## src/rtl/ibe_pkg.sv

```systemverilog
// Constants and types of the two-wire bus protocol engine
package ibe_pkg;
  // ----------------------------------------
  // Timing
  // ----------------------------------------
  localparam int CLK_PERIOD_NS = 4;
  localparam int T_HALF_NS = 5000;
  localparam int T_FREE_NS = 4700;
  localparam int HALF_CYC = (T_HALF_NS + CLK_PERIOD_NS - 1) / CLK_PERIOD_NS;
  localparam int FREE_CYC = (T_FREE_NS + CLK_PERIOD_NS - 1) / CLK_PERIOD_NS;
  localparam int CNT_W = 11;
  // ----------------------------------------
  // Byte framing and addresses
  // ----------------------------------------
  localparam logic [3:0] ACK_SLOT = 4'h8;
  localparam logic [6:0] GEN_CALL_ADDR = 7'h00;
  localparam logic [3:0] RSV_LO_GRP = 4'h0;
  localparam logic [3:0] RSV_HI_GRP = 4'hf;
  // ----------------------------------------
  // Result word layout
  // ----------------------------------------
  localparam int RX_W = 10;
  localparam int RX_SLV_BIT = 9;
  localparam int RX_NACK_BIT = 8;
  localparam logic [1:0] BUF_DEPTH = 2'h2;
  // ----------------------------------------
  // States
  // ----------------------------------------
  typedef enum logic [3:0] {
    M_IDLE, M_FREE, M_START, M_RS, M_RSH,
    M_LOW, M_HIGH, M_DONE, M_P1, M_P2
  } ibe_mst_t;
  typedef enum logic [2:0] {
    S_IDLE, S_SHIFT, S_PUSH, S_ACK, S_LOAD
  } ibe_slv_t;
endpackage

```

## src/rtl/ibe_engine.sv

```systemverilog
// Two-wire bus engine: master and slave roles, bus monitor, result buffer
`timescale 1ns/1ps
module ibe_engine (
  // Clock and reset
  input wire logic ref_clk,
  input wire logic rst,
  // Bus pins
  input wire logic scl_in,
  output logic scl_out,
  output logic scl_oe,
  input wire logic sda_in,
  output logic sda_out,
  output logic sda_oe,
  // Master commands
  input wire logic cmd_valid,
  output logic cmd_ready,
  input wire logic cmd_start,
  input wire logic cmd_stop,
  input wire logic cmd_read,
  input wire logic [7:0] cmd_data,
  // Slave setup and transmit data
  input wire logic slv_en,
  input wire logic gc_en,
  input wire logic [6:0] own_addr,
  input wire logic slv_tx_valid,
  output logic slv_tx_ready,
  input wire logic [7:0] slv_tx_data,
  // Results
  output logic rx_valid,
  input wire logic rx_ready,
  output logic [ibe_pkg::RX_W-1:0] rx_data,
  // Status
  output logic arb_lost,
  input wire logic arb_clr,
  output logic bus_busy,
  output logic slv_sel
);
  // ----------------------------------------
  // Line sampling and bus monitor
  // ----------------------------------------
  logic scl_m_q, scl_s_q, scl_p_q;
  logic sda_m_q, sda_s_q, sda_p_q;
  logic bus_busy_q;
  logic [ibe_pkg::CNT_W-1:0] free_q;
  logic scl_rise, scl_fall, start_det, stop_det, bus_free;

  always_ff @(posedge ref_clk) begin
    if (rst) begin
      scl_m_q <= 1'b1;
      scl_s_q <= 1'b1;
      scl_p_q <= 1'b1;
      sda_m_q <= 1'b1;
      sda_s_q <= 1'b1;
      sda_p_q <= 1'b1;
    end else begin
      scl_m_q <= scl_in;
      scl_s_q <= scl_m_q;
      scl_p_q <= scl_s_q;
      sda_m_q <= sda_in;
      sda_s_q <= sda_m_q;
      sda_p_q <= sda_s_q;
    end
  end

  assign scl_rise = scl_s_q & ~scl_p_q;
  assign scl_fall = ~scl_s_q & scl_p_q;
  assign start_det = scl_s_q & scl_p_q & sda_p_q & ~sda_s_q;
  assign stop_det = scl_s_q & scl_p_q & ~sda_p_q & sda_s_q;

  always_ff @(posedge ref_clk) begin
    if (rst) begin
      bus_busy_q <= 1'b0;
    end else if (start_det) begin
      bus_busy_q <= 1'b1;
    end else if (stop_det) begin
      bus_busy_q <= 1'b0;
    end
  end

  // Both lines must rest high a full free time before a new start
  always_ff @(posedge ref_clk) begin
    if (rst || bus_busy_q || !scl_s_q || !sda_s_q) begin
      free_q <= '0;
    end else if (!bus_free) begin
      free_q <= free_q + 1'b1;
    end
  end
  assign bus_free = free_q == ibe_pkg::CNT_W'(ibe_pkg::FREE_CYC);

  // ----------------------------------------
  // Result buffer
  // ----------------------------------------
  logic [ibe_pkg::RX_W-1:0] mem_q [2];
  logic wp_q, rp_q;
  logic [1:0] fill_q;
  logic push_req, push_slv, push_nack, buf_rdy, push, pop;
  logic [7:0] push_byte;

  assign buf_rdy = fill_q != ibe_pkg::BUF_DEPTH;
  assign push = push_req & buf_rdy;
  assign pop = rx_valid & rx_ready;
  assign rx_valid = fill_q != 2'h0;
  assign rx_data = mem_q[rp_q];

  always_ff @(posedge ref_clk) begin
    if (rst) begin
      wp_q <= 1'b0;
      rp_q <= 1'b0;
      fill_q <= 2'h0;
      mem_q[0] <= '0;
      mem_q[1] <= '0;
    end else begin
      if (push) begin
        mem_q[wp_q] <= {push_slv, push_nack, push_byte};
        wp_q <= ~wp_q;
      end
      if (pop) begin
        rp_q <= ~rp_q;
      end
      fill_q <= fill_q + {1'b0, push} - {1'b0, pop};
    end
  end

  // ----------------------------------------
  // Master
  // ----------------------------------------
  ibe_pkg::ibe_mst_t m_st_q;
  logic [ibe_pkg::CNT_W-1:0] cnt_q;
  logic [3:0] bit_q;
  logic [7:0] sh_q;
  logic m_scl_oe_q, m_sda_oe_q, own_q, rd_q, nack_q, arb_q;
  logic half_done;

  assign half_done = cnt_q == ibe_pkg::CNT_W'(ibe_pkg::HALF_CYC - 1);

  always_ff @(posedge ref_clk) begin
    if (rst) begin
      arb_q <= 1'b0;
    end else if (m_st_q == ibe_pkg::M_HIGH && cnt_q == '0 && scl_s_q && bit_q < ibe_pkg::ACK_SLOT
                 && !rd_q && !m_sda_oe_q && !sda_s_q) begin
      arb_q <= 1'b1;
    end else if (arb_clr) begin
      arb_q <= 1'b0;
    end
  end

  always_ff @(posedge ref_clk) begin
    if (rst) begin
      m_st_q <= ibe_pkg::M_IDLE;
      cnt_q <= '0;
      bit_q <= 4'h0;
      sh_q <= 8'h00;
      m_scl_oe_q <= 1'b0;
      m_sda_oe_q <= 1'b0;
      own_q <= 1'b0;
      rd_q <= 1'b0;
      nack_q <= 1'b0;
    end else begin
      cnt_q <= cnt_q + 1'b1;
      unique case (m_st_q)
        ibe_pkg::M_IDLE: begin
          cnt_q <= '0;
          if (cmd_valid && !slv_sel && !arb_q) begin
            rd_q <= cmd_read;
            sh_q <= cmd_data;
            bit_q <= 4'h0;
            if (cmd_start || !own_q) begin
              m_st_q <= own_q ? ibe_pkg::M_RS : ibe_pkg::M_FREE;
            end else begin
              m_st_q <= ibe_pkg::M_LOW;
            end
          end
        end
        ibe_pkg::M_FREE: begin
          cnt_q <= '0;
          if (bus_free) begin
            m_sda_oe_q <= 1'b1;
            m_st_q <= ibe_pkg::M_START;
          end
        end
        ibe_pkg::M_RS: begin
          m_sda_oe_q <= 1'b0;
          if (half_done) begin
            m_scl_oe_q <= 1'b0;
            cnt_q <= '0;
            m_st_q <= ibe_pkg::M_RSH;
          end
        end
        ibe_pkg::M_RSH: begin
          if (!scl_s_q) begin
            cnt_q <= '0;
          end else if (half_done) begin
            m_sda_oe_q <= 1'b1;
            cnt_q <= '0;
            m_st_q <= ibe_pkg::M_START;
          end
        end
        ibe_pkg::M_START: begin
          if (half_done) begin
            m_scl_oe_q <= 1'b1;
            own_q <= 1'b1;
            cnt_q <= '0;
            m_st_q <= ibe_pkg::M_LOW;
          end
        end
        ibe_pkg::M_LOW: begin
          // Data moves only here, with the clock pulled low
          if (cnt_q == '0) begin
            if (bit_q < ibe_pkg::ACK_SLOT) begin
              m_sda_oe_q <= !rd_q && !sh_q[7];
            end else begin
              m_sda_oe_q <= rd_q && !cmd_stop;
            end
          end
          if (half_done) begin
            m_scl_oe_q <= 1'b0;
            cnt_q <= '0;
            m_st_q <= ibe_pkg::M_HIGH;
          end
        end
        ibe_pkg::M_HIGH: begin
          if (!scl_s_q) begin
            cnt_q <= '0;
          end else begin
            if (cnt_q == '0 && bit_q < ibe_pkg::ACK_SLOT) begin
              sh_q <= {sh_q[6:0], sda_s_q};
              if (!rd_q && !m_sda_oe_q && !sda_s_q) begin
                // Released bit read back low: another master owns the bus
                m_scl_oe_q <= 1'b0;
                own_q <= 1'b0;
                m_st_q <= ibe_pkg::M_IDLE;
              end
            end else if (cnt_q == '0) begin
              nack_q <= sda_s_q;
            end
            if (half_done && m_st_q == ibe_pkg::M_HIGH) begin
              m_scl_oe_q <= 1'b1;
              cnt_q <= '0;
              if (bit_q == ibe_pkg::ACK_SLOT) begin
                m_st_q <= ibe_pkg::M_DONE;
              end else begin
                bit_q <= bit_q + 1'b1;
                m_st_q <= ibe_pkg::M_LOW;
              end
            end
          end
        end
        ibe_pkg::M_DONE: begin
          cnt_q <= '0;
          m_sda_oe_q <= 1'b0;
          if (buf_rdy) begin
            m_sda_oe_q <= cmd_stop;
            m_st_q <= cmd_stop ? ibe_pkg::M_P1 : ibe_pkg::M_IDLE;
          end
        end
        ibe_pkg::M_P1: begin
          if (half_done) begin
            m_scl_oe_q <= 1'b0;
            cnt_q <= '0;
            m_st_q <= ibe_pkg::M_P2;
          end
        end
        ibe_pkg::M_P2: begin
          if (!scl_s_q) begin
            cnt_q <= '0;
          end else if (half_done) begin
            m_sda_oe_q <= 1'b0;
            own_q <= 1'b0;
            m_st_q <= ibe_pkg::M_IDLE;
          end
        end
      endcase
    end
  end

  assign cmd_ready = m_st_q == ibe_pkg::M_DONE && buf_rdy;

  // ----------------------------------------
  // Slave
  // ----------------------------------------
  ibe_pkg::ibe_slv_t s_st_q;
  logic [3:0] sb_q;
  logic [7:0] ssh_q, stx_q;
  logic s_scl_oe_q, s_sda_oe_q, adr_ph_q, rw_q, snack_q;
  logic hit;

  // Own addresses in reserved groups never match, so extended addressing is simply ignored
  function automatic logic addr_hit(input logic [7:0] b, input logic [6:0] a, input logic gc);
    logic rsv;
    rsv = a[6:3] == ibe_pkg::RSV_LO_GRP || a[6:3] == ibe_pkg::RSV_HI_GRP;
    return (b[7:1] == a && !rsv) || (b[7:1] == ibe_pkg::GEN_CALL_ADDR && gc && !b[0]);
  endfunction
  assign hit = addr_hit(ssh_q, own_addr, gc_en);

  always_ff @(posedge ref_clk) begin
    if (rst || stop_det) begin
      s_st_q <= ibe_pkg::S_IDLE;
      sb_q <= 4'h0;
      ssh_q <= 8'h00;
      stx_q <= 8'h00;
      s_scl_oe_q <= 1'b0;
      s_sda_oe_q <= 1'b0;
      adr_ph_q <= 1'b0;
      rw_q <= 1'b0;
      snack_q <= 1'b0;
    end else if (start_det) begin
      s_sda_oe_q <= 1'b0;
      s_scl_oe_q <= 1'b0;
      sb_q <= 4'h0;
      adr_ph_q <= 1'b1;
      rw_q <= 1'b0;
      s_st_q <= (slv_en && m_st_q == ibe_pkg::M_IDLE && !own_q) ? ibe_pkg::S_SHIFT : ibe_pkg::S_IDLE;
    end else begin
      unique case (s_st_q)
        ibe_pkg::S_IDLE: begin
          s_scl_oe_q <= 1'b0;
          s_sda_oe_q <= 1'b0;
        end
        ibe_pkg::S_SHIFT: begin
          if (scl_rise) begin
            ssh_q <= {ssh_q[6:0], sda_s_q};
            sb_q <= sb_q + 1'b1;
          end else if (scl_fall && sb_q == ibe_pkg::ACK_SLOT) begin
            s_sda_oe_q <= 1'b0;
            if (adr_ph_q) begin
              rw_q <= ssh_q[0];
              s_sda_oe_q <= hit;
              s_st_q <= hit ? ibe_pkg::S_ACK : ibe_pkg::S_IDLE;
            end else if (!rw_q) begin
              s_scl_oe_q <= 1'b1;
              s_st_q <= ibe_pkg::S_PUSH;
            end else begin
              s_st_q <= ibe_pkg::S_ACK;
            end
          end else if (scl_fall && rw_q && !adr_ph_q) begin
            stx_q <= {stx_q[6:0], 1'b0};
            s_sda_oe_q <= !stx_q[6];
          end else if (s_scl_oe_q) begin
            // First data bit stood a cycle on the line, now let the clock go
            s_scl_oe_q <= 1'b0;
          end
        end
        ibe_pkg::S_PUSH: begin
          // Full buffer keeps the clock held low so no byte is lost
          if (buf_rdy) begin
            s_sda_oe_q <= 1'b1;
            s_st_q <= ibe_pkg::S_ACK;
          end
        end
        ibe_pkg::S_ACK: begin
          if (scl_rise) begin
            snack_q <= sda_s_q;
          end else if (scl_fall) begin
            s_sda_oe_q <= 1'b0;
            sb_q <= 4'h0;
            adr_ph_q <= 1'b0;
            if (!rw_q) begin
              s_st_q <= ibe_pkg::S_SHIFT;
            end else if (!adr_ph_q && snack_q) begin
              s_st_q <= ibe_pkg::S_IDLE;
            end else begin
              s_scl_oe_q <= 1'b1;
              s_st_q <= ibe_pkg::S_LOAD;
            end
          end else if (s_scl_oe_q) begin
            // Ack settles before the held clock rises, never together with it
            s_scl_oe_q <= 1'b0;
          end
        end
        ibe_pkg::S_LOAD: begin
          if (slv_tx_valid) begin
            stx_q <= slv_tx_data;
            s_sda_oe_q <= !slv_tx_data[7];
            s_st_q <= ibe_pkg::S_SHIFT;
          end
        end
      endcase
    end
  end

  assign slv_tx_ready = s_st_q == ibe_pkg::S_LOAD && slv_tx_valid && !start_det && !stop_det;

  // ----------------------------------------
  // Pins and result selection
  // ----------------------------------------
  assign push_slv = s_st_q == ibe_pkg::S_PUSH;
  assign push_req = push_slv || m_st_q == ibe_pkg::M_DONE;
  assign push_nack = push_slv ? 1'b0 : (rd_q ? cmd_stop : nack_q);
  assign push_byte = push_slv ? ssh_q : sh_q;
  assign scl_out = 1'b0;
  assign sda_out = 1'b0;
  assign scl_oe = m_scl_oe_q | s_scl_oe_q;
  assign sda_oe = m_sda_oe_q | s_sda_oe_q;
  assign arb_lost = arb_q;
  assign bus_busy = bus_busy_q;
  assign slv_sel = s_st_q != ibe_pkg::S_IDLE && !adr_ph_q;
endmodule

```

## config.mk

```make
export PLATFORM = sky130hd
export DESIGN_NAME = ibe_engine
export DESIGN_NICKNAME = d
export VERILOG_FILES = /design/src/rtl/ibe_pkg.sv /design/src/rtl/ibe_engine.sv
export SDC_FILE = /design/constraint.sdc
export NUM_CORES = 1
export LEC_CHECK = 0
export BUFFER_PORTS_ARGS = -buffer_cell sky130_fd_sc_hd__clkbuf_2
export CAP_MARGIN = 10
export CORE_MARGIN = 3
export CORE_UTILIZATION = 59
export CTS_CLUSTER_SIZE = 12
export DETAILED_ROUTE_END_ITERATION = 6
export GPL_ROUTABILITY_DRIVEN = 1
export PLACE_DENSITY = 0.8
export SLEW_MARGIN = 15
export SYNTH_ARGS = -nofsm -noshare
export SYNTH_HDL_FRONTEND = slang
export SYNTH_SLANG_ARGS = --single-unit
```

## constraint.sdc

```tcl
create_clock -name ref_clk -period 2.4 [get_ports ref_clk]
set_clock_uncertainty 0.1 [all_clocks]
set_input_delay 0.36 -clock ref_clk [delete_from_list [all_inputs] [get_ports ref_clk]]
set_output_delay 0.36 -clock ref_clk [all_outputs]
set_load 0.01 [all_outputs]
```

==> impl_metrics.ini, run 1 <==
[status]
status = finished, final reports clean

[synthesis]
synthCells = 621
synth.avg_cell_area_sq_um = 8.99
async_reset_ff_share_pct = 0
syn_area_sq_mm = 0.00558
synth.most_common_cell = nor2_1
netlist_top_cells_count = nor2_1 (91), dfxtp_1 (83), nand2_1 (57)
synth_edf_count = 20
synth_seq_cells = 103
synth_area_leaders = dfxtp_1 (30%), edfxtp_1 (11%), mux2i_1 (7.4%), nor2_1 (6.1%), nand2_1 (3.8%)
synth_flop_cell = dfxtp_1
yosysTopAreaCell = dfxtp_1
synthDistinctLibCells = 74
yosys.area.top_type_share_pct = 29.8
yosys_warnings = 0
ys_seq_area_share_pct = 40.5

[worst_setup_path]
critPathArrivalTime_ns = 1.75
cp-start-kind = flip-flop
cp_max_fo = 8
worstSetupPathType = reg -> out
crit_required_ns = 1.94
cp-end-kind = output port

[sta]
rsz0062_at_grt = no
clock.fmax_mhz = 452
tightest_slew_ns = 0.953
fin_ws_ns = 0.187
post-route-min-period_ns = 2.21
relSlewSlack_pct = 36.3
hold_violations = 0
tns_ns = 0
setup_viol = 0
slew_violations = 0
period_share_pct = 92.2

[clock_tree]
insertion_delay_ns = 0.38
cts_tree = yes
htreeDepth = 3
cts_root_buf = clkbuf_8
cts_buffers = 9
clock_path_buffers = 2
clk_pin_slew_ns = 0.10
hold_buffers = 0
cts_sinks = 103

[detailed_routing]
wire_per_inst_um = 15.7
drc_errors = 0
drt_iter0_markers = 188
dr.pass1.iters = 5
drt_wl_total_um = 12200
ant_nets = 0
vias = 4625
vias_per_cell = 5.91

[global_routing]
overflow = 0
grt_use_total_pct = 23.7
grt_pass1_wl_um = 20100
grt_antenna_before_repair = 0
grt_pass1_vias = 4278
grt_max_degree = 28

[power]
p_int_mw = 2.94
p_sw_mw = 1.44
power.share.clock_pct = 26.0
vdd_drop_max_mv = 0.370
leakage_nw = 2.47
seqPwrFrac_pct = 45.8
power_switching_share_pct = 32.9
p_comb_share_pct = 28.2
p_total_mw = 4.38
power.density_mw_per_mm2 = 714

[finish]
final_util_pct = 68.6
areaGrowthSynthToFinish_pct = 9.82
fin_nets = 715
drive_above_1_share_pct = 20.2
finalNonFillerCells = 782
n_antenna_cell = 0

[job]
cap_viol_max_count = 0

[floorplanning]
rows = 34
dieArea_sq_mm = 0.0107
die_h_um = 103
core_area_sq_mm = 0.00893
die_w_um = 103
io_pins = 56
start_util_pct = 62.5

[placement]
portBuffers = 53
dp_cells = 764
post-dp-hpwl_um = 9100
gp_congestion = 0.951
post-place-ws_ns = 0.312

[worst_hold_path]
hp-class = in -> reg
-- per-stage QoR --
stage	instance area (sq um)	hold WS (ns)
finish	6130	0.0592
global route	6130	0.0641
CTS	6110	0.0533
detailed placement	5900	0.298
global placement	5900	0.294
floorplan	5590	0.289
-- power by group through the flow --
stage,Combinational [mW],Sequential [mW],Clock (mW)
6_report,1.23,2.00,1.14
5_1_grt,1.37,2.02,1.21
4_1_cts,1.23,2.01,1.16
3_5_place_dp,1.22,2.05,0
3_3_place_gp,1.19,2.04,0
2_1_floorplan,0.987,2.00,0
-- final cells by class --
cell class,instances,area [sq um]
clock buffer,10,128
clock inverter,6,76.3
fill,714,2800
multi-input combinational,465,3050
inverter,17,63.8
timing repair buffer,73,415
sequential,103,2260
tap,108,135
-- placed cells by master, fill, tap and decap left out, drive strengths merged, types with 5 or more instances in the layout --
| cell | instances |
|---|---|
| mux2 | 11 |
| nor2b | 6 |
| nand2 | 58 |
| a211oi | 10 |
| inv | 20 |
| and3 | 7 |
| o21ai | 20 |
| a31oi | 8 |
| or2 | 13 |
| buf | 20 |
| dfxtp | 83 |
| xnor2 | 9 |
| nor2 | 93 |
| or3 | 5 |
| nand4 | 12 |
| ha | 10 |
| clkbuf | 63 |
| o211ai | 5 |
| mux2i | 41 |
| nand3 | 24 |
| edfxtp | 20 |
| nand2b | 11 |
| xor2 | 21 |
| nor4 | 7 |
| a21oi | 23 |
| nor3 | 9 |
| nand3b | 6 |
-- cell families (layout without fill, tap and decap cells) --
group	after synthesis	count (layout)	synth area share [%]
xor+xnor	30	30	4.71
simple gates	278	278	26.5
mux	52	52	9.57
fa+ha+maj	10	10	2.24
flops	103	103	40.5
other cells	1	2	0.0672
compound gates	93	93	11.4
buf+inv	54	106	5.04
-- metal layers --
layer  vias to the layer above  global-route usage [%]  part of all wire, %
li1                       2281                       -                    -
met1                      2176                    30.2                   43
met2                       150                    40.7                   50
met3                        18                    5.03                  5.5
met4                         0                    6.97                  1.6
met5                         -                       0                    0
-- critical path, cell delays in order, from the launching register on --
cell	delay [ns]
dfxtp_1	0.34
buf_4	0.17
nand2b_4	0.16
nor2_4	0.17
nand2_1	0.17
a31oi_1	0.21
clkbuf_2	0.17
-- final timing paths --
check             slack, ns            to       from  depth (start not counted)
setup / recovery       0.19  slv_tx_ready  s_st_q[0]                          6
hold / removal         0.06       scl_m_q     scl_in                          2
setup reg to reg       0.26   mem_q[1][6]  m_st_q[3]                          5
hold reg to reg        0.32       scl_s_q    scl_m_q                          1
-- repair_timing --
action,CTS,global route
setup endpoints to repair,0,3
setup buffers,0,2
resized for setup,0,1
-- state kept, by name, summed over array words and instances (netlist names), 2 cells and up, named ones only --
name,flops
free_q,11
cnt_q,11
s_st_q,3
sb_q,4
stx_q,7
ssh_q,8
bit_q,4
fill_q,2
m_st_q,4
mem_q,20
sh_q,8
No activity file was read; power rests on OpenSTA's default activity.
==> run 2: changes to the inputs <==
--- a/config.mk
+++ b/config.mk
@@ -12,7 +12,8 @@
 export CTS_CLUSTER_SIZE = 12
 export DETAILED_ROUTE_END_ITERATION = 6
 export GPL_ROUTABILITY_DRIVEN = 1
-export PLACE_DENSITY = 0.8
+export GPL_TIMING_DRIVEN = 0
+export PLACE_DENSITY = 0.86
 export SLEW_MARGIN = 15
 export SYNTH_ARGS = -nofsm -noshare
 export SYNTH_HDL_FRONTEND = slang
==> run 2 against run 1 <==
Compared with the run above: worst setup slack worse by 0.044 ns; via count up 2.8%; first-iteration DRC count up 23%; sequential share of layout area down 0.50 points; total power up 1.5%; utilization up 0.94 points; final cell count up 2.3%; non-clock buffer count up 18; critical path type is now reg -> reg; highest routed layer unchanged.
==> impl_metrics.ini, run 2 (synthesis results as in run 1) <==
[clock_tree]
htreeDepth = 3
clock_path_buffers = 2
clk_pin_slew_ns = 0.10
cts_root_buf = clkbuf_8
hold_buffers = 0
insertion_delay_ns = 0.37
cts_buffers = 9
cts_sinks = 103
cts_tree = yes

[sta]
relSlewSlack_pct = 35.2
rsz0062_at_grt = no
slew_violations = 0
period_share_pct = 94.1
tightest_slew_ns = 0.970
clock.fmax_mhz = 443
post-route-min-period_ns = 2.26
setup_viol = 0
hold_violations = 0

[finish]
final_common_cell = nor2_1
n_antenna_cell = 0
drive_above_1_share_pct = 19.8
areaGrowthSynthToFinish_pct = 11.3
layout_common_cells = nor2_1 (91), dfxtp_1 (83), nand2_1 (57)
largest_register_ffs = 20
final_util_pct = 69.6
largest_registers = mem_q x20, cnt_q x11, free_q x11
top_register = mem_q
nFillCells = 723
fin_nets = 733

[detailed_routing]
drt_iter0_markers = 232
dr.pass1.iters = 5
drt_wl_total_um = 12800
drc_errors = 0
vias = 4756
wire_per_inst_um = 16.0
ant_nets = 0
vias_per_cell = 5.95

[status]
status = finished, final reports clean

[worst_setup_path]
critPathArrivalTime_ns = 2.15
cp-end-kind = flip-flop
cp_num_cells = 4
cp_top_family = compound AO/OA/AOI/OAI gates
crit_buf_inv = 1
crit_slowest_cell = o21bai_1
cp_max_fo = 10
crit_required_ns = 2.29
critPathMaxStageDelay_ns = 0.80
crit_chain = buf_4 -> nor3b_4 -> o21ai_1 -> o21bai_1
r2r_cells = 4
cp-start-kind = flip-flop
worstSetupPathType = reg -> reg

[power]
leakage_nw = 2.49
p_total_mw = 4.44
power.density_mw_per_mm2 = 715
vdd_drop_max_mv = 0.533

[floorplanning]
start_util_pct = 62.5
io_pins = 56
dieArea_sq_mm = 0.0107
rows = 34
die_h_um = 103
die_w_um = 103
core_area_sq_mm = 0.00893

[global_routing]
grt_pass1_vias = 4504
grt_antenna_before_repair = 0
overflow = 0
grt_use_total_pct = 24.9
grt_max_degree = 19
grt_pass1_wl_um = 21000

[placement]
post-dp-hpwl_um = 9570
gp_congestion = 0.981
portBuffers = 52

[worst_hold_path]
min_path_cells = 2
hp-class = in -> reg

[job]
cap_viol_max_count = 0
## run 2: cell count changes in the layout (fill, tap and decap cells not counted), sizes merged
cell	change
clkinv	+1
clkbuf	+15
buf	+2
## run 2: per-stage QoR
step	hold slack [ns]	std cells	worst slack, ns	TNS [ns]	instance area (sq um)
CTS	0.0604	798	0.0203	0	6190
floorplan	0.289	622	0.224	0	5590
detailed placement	0.295	782	-0.153	-1.53	5980
global route	0.0611	800	0.0147	0	6210
finish	0.0733	800	0.143	0	6210
global placement	0.301	782	-0.121	-1.21	5980
## run 2: final timing paths
kind	startpoint	endpoint	slack, ns
setup / recovery	s_st_q[1]	mem_q[0][9]	0.14
hold / removal	sda_in	sda_m_q	0.07
setup reg to reg	s_st_q[1]	mem_q[0][9]	0.14
hold reg to reg	scl_m_q	scl_s_q	0.32
## run 2: area by class of cell
cell class,instances,area [sq um],area share (%)
Buffer,37,218,3.50
Clock buffer,9,124,1.99
Clock inverter,7,80.1,1.29
Inverter,17,63.8,1.03
Timing Repair Buffer,54,275,4.43
Multi-Input combinational cell,465,3060,49.2
Sequential cell,103,2260,36.4
Tap cell,108,135,2.17
## run 2: what timing repair did
item	in CTS	in global routing
pin swaps	0	1
setup endpoints to repair	10	22
setup buffers	0	2
gates resized for setup	1	3
endpoints found under the hold margin	0	0
## run 2: metal layers
| layer | vias to the layer above | global-route usage [%] | part of all wire (%) |
|---|---|---|---|
| li1 | 2322 | - | - |
| met1 | 2224 | 32.3 | 43 |
| met2 | 175 | 41.5 | 49 |
| met3 | 35 | 4.02 | 5.8 |
| met4 | 0 | 10.3 | 2.8 |
| met5 | - | 0 | 0 |
## run 2: report_power, final
| group | switching, mW | internal (mW) |
|---|---|---|
| sequential | 0.113 | 1.88 |
| combinational | 0.749 | 0.575 |
| clock | 0.624 | 0.496 |
| total | 1.49 | 2.96 |
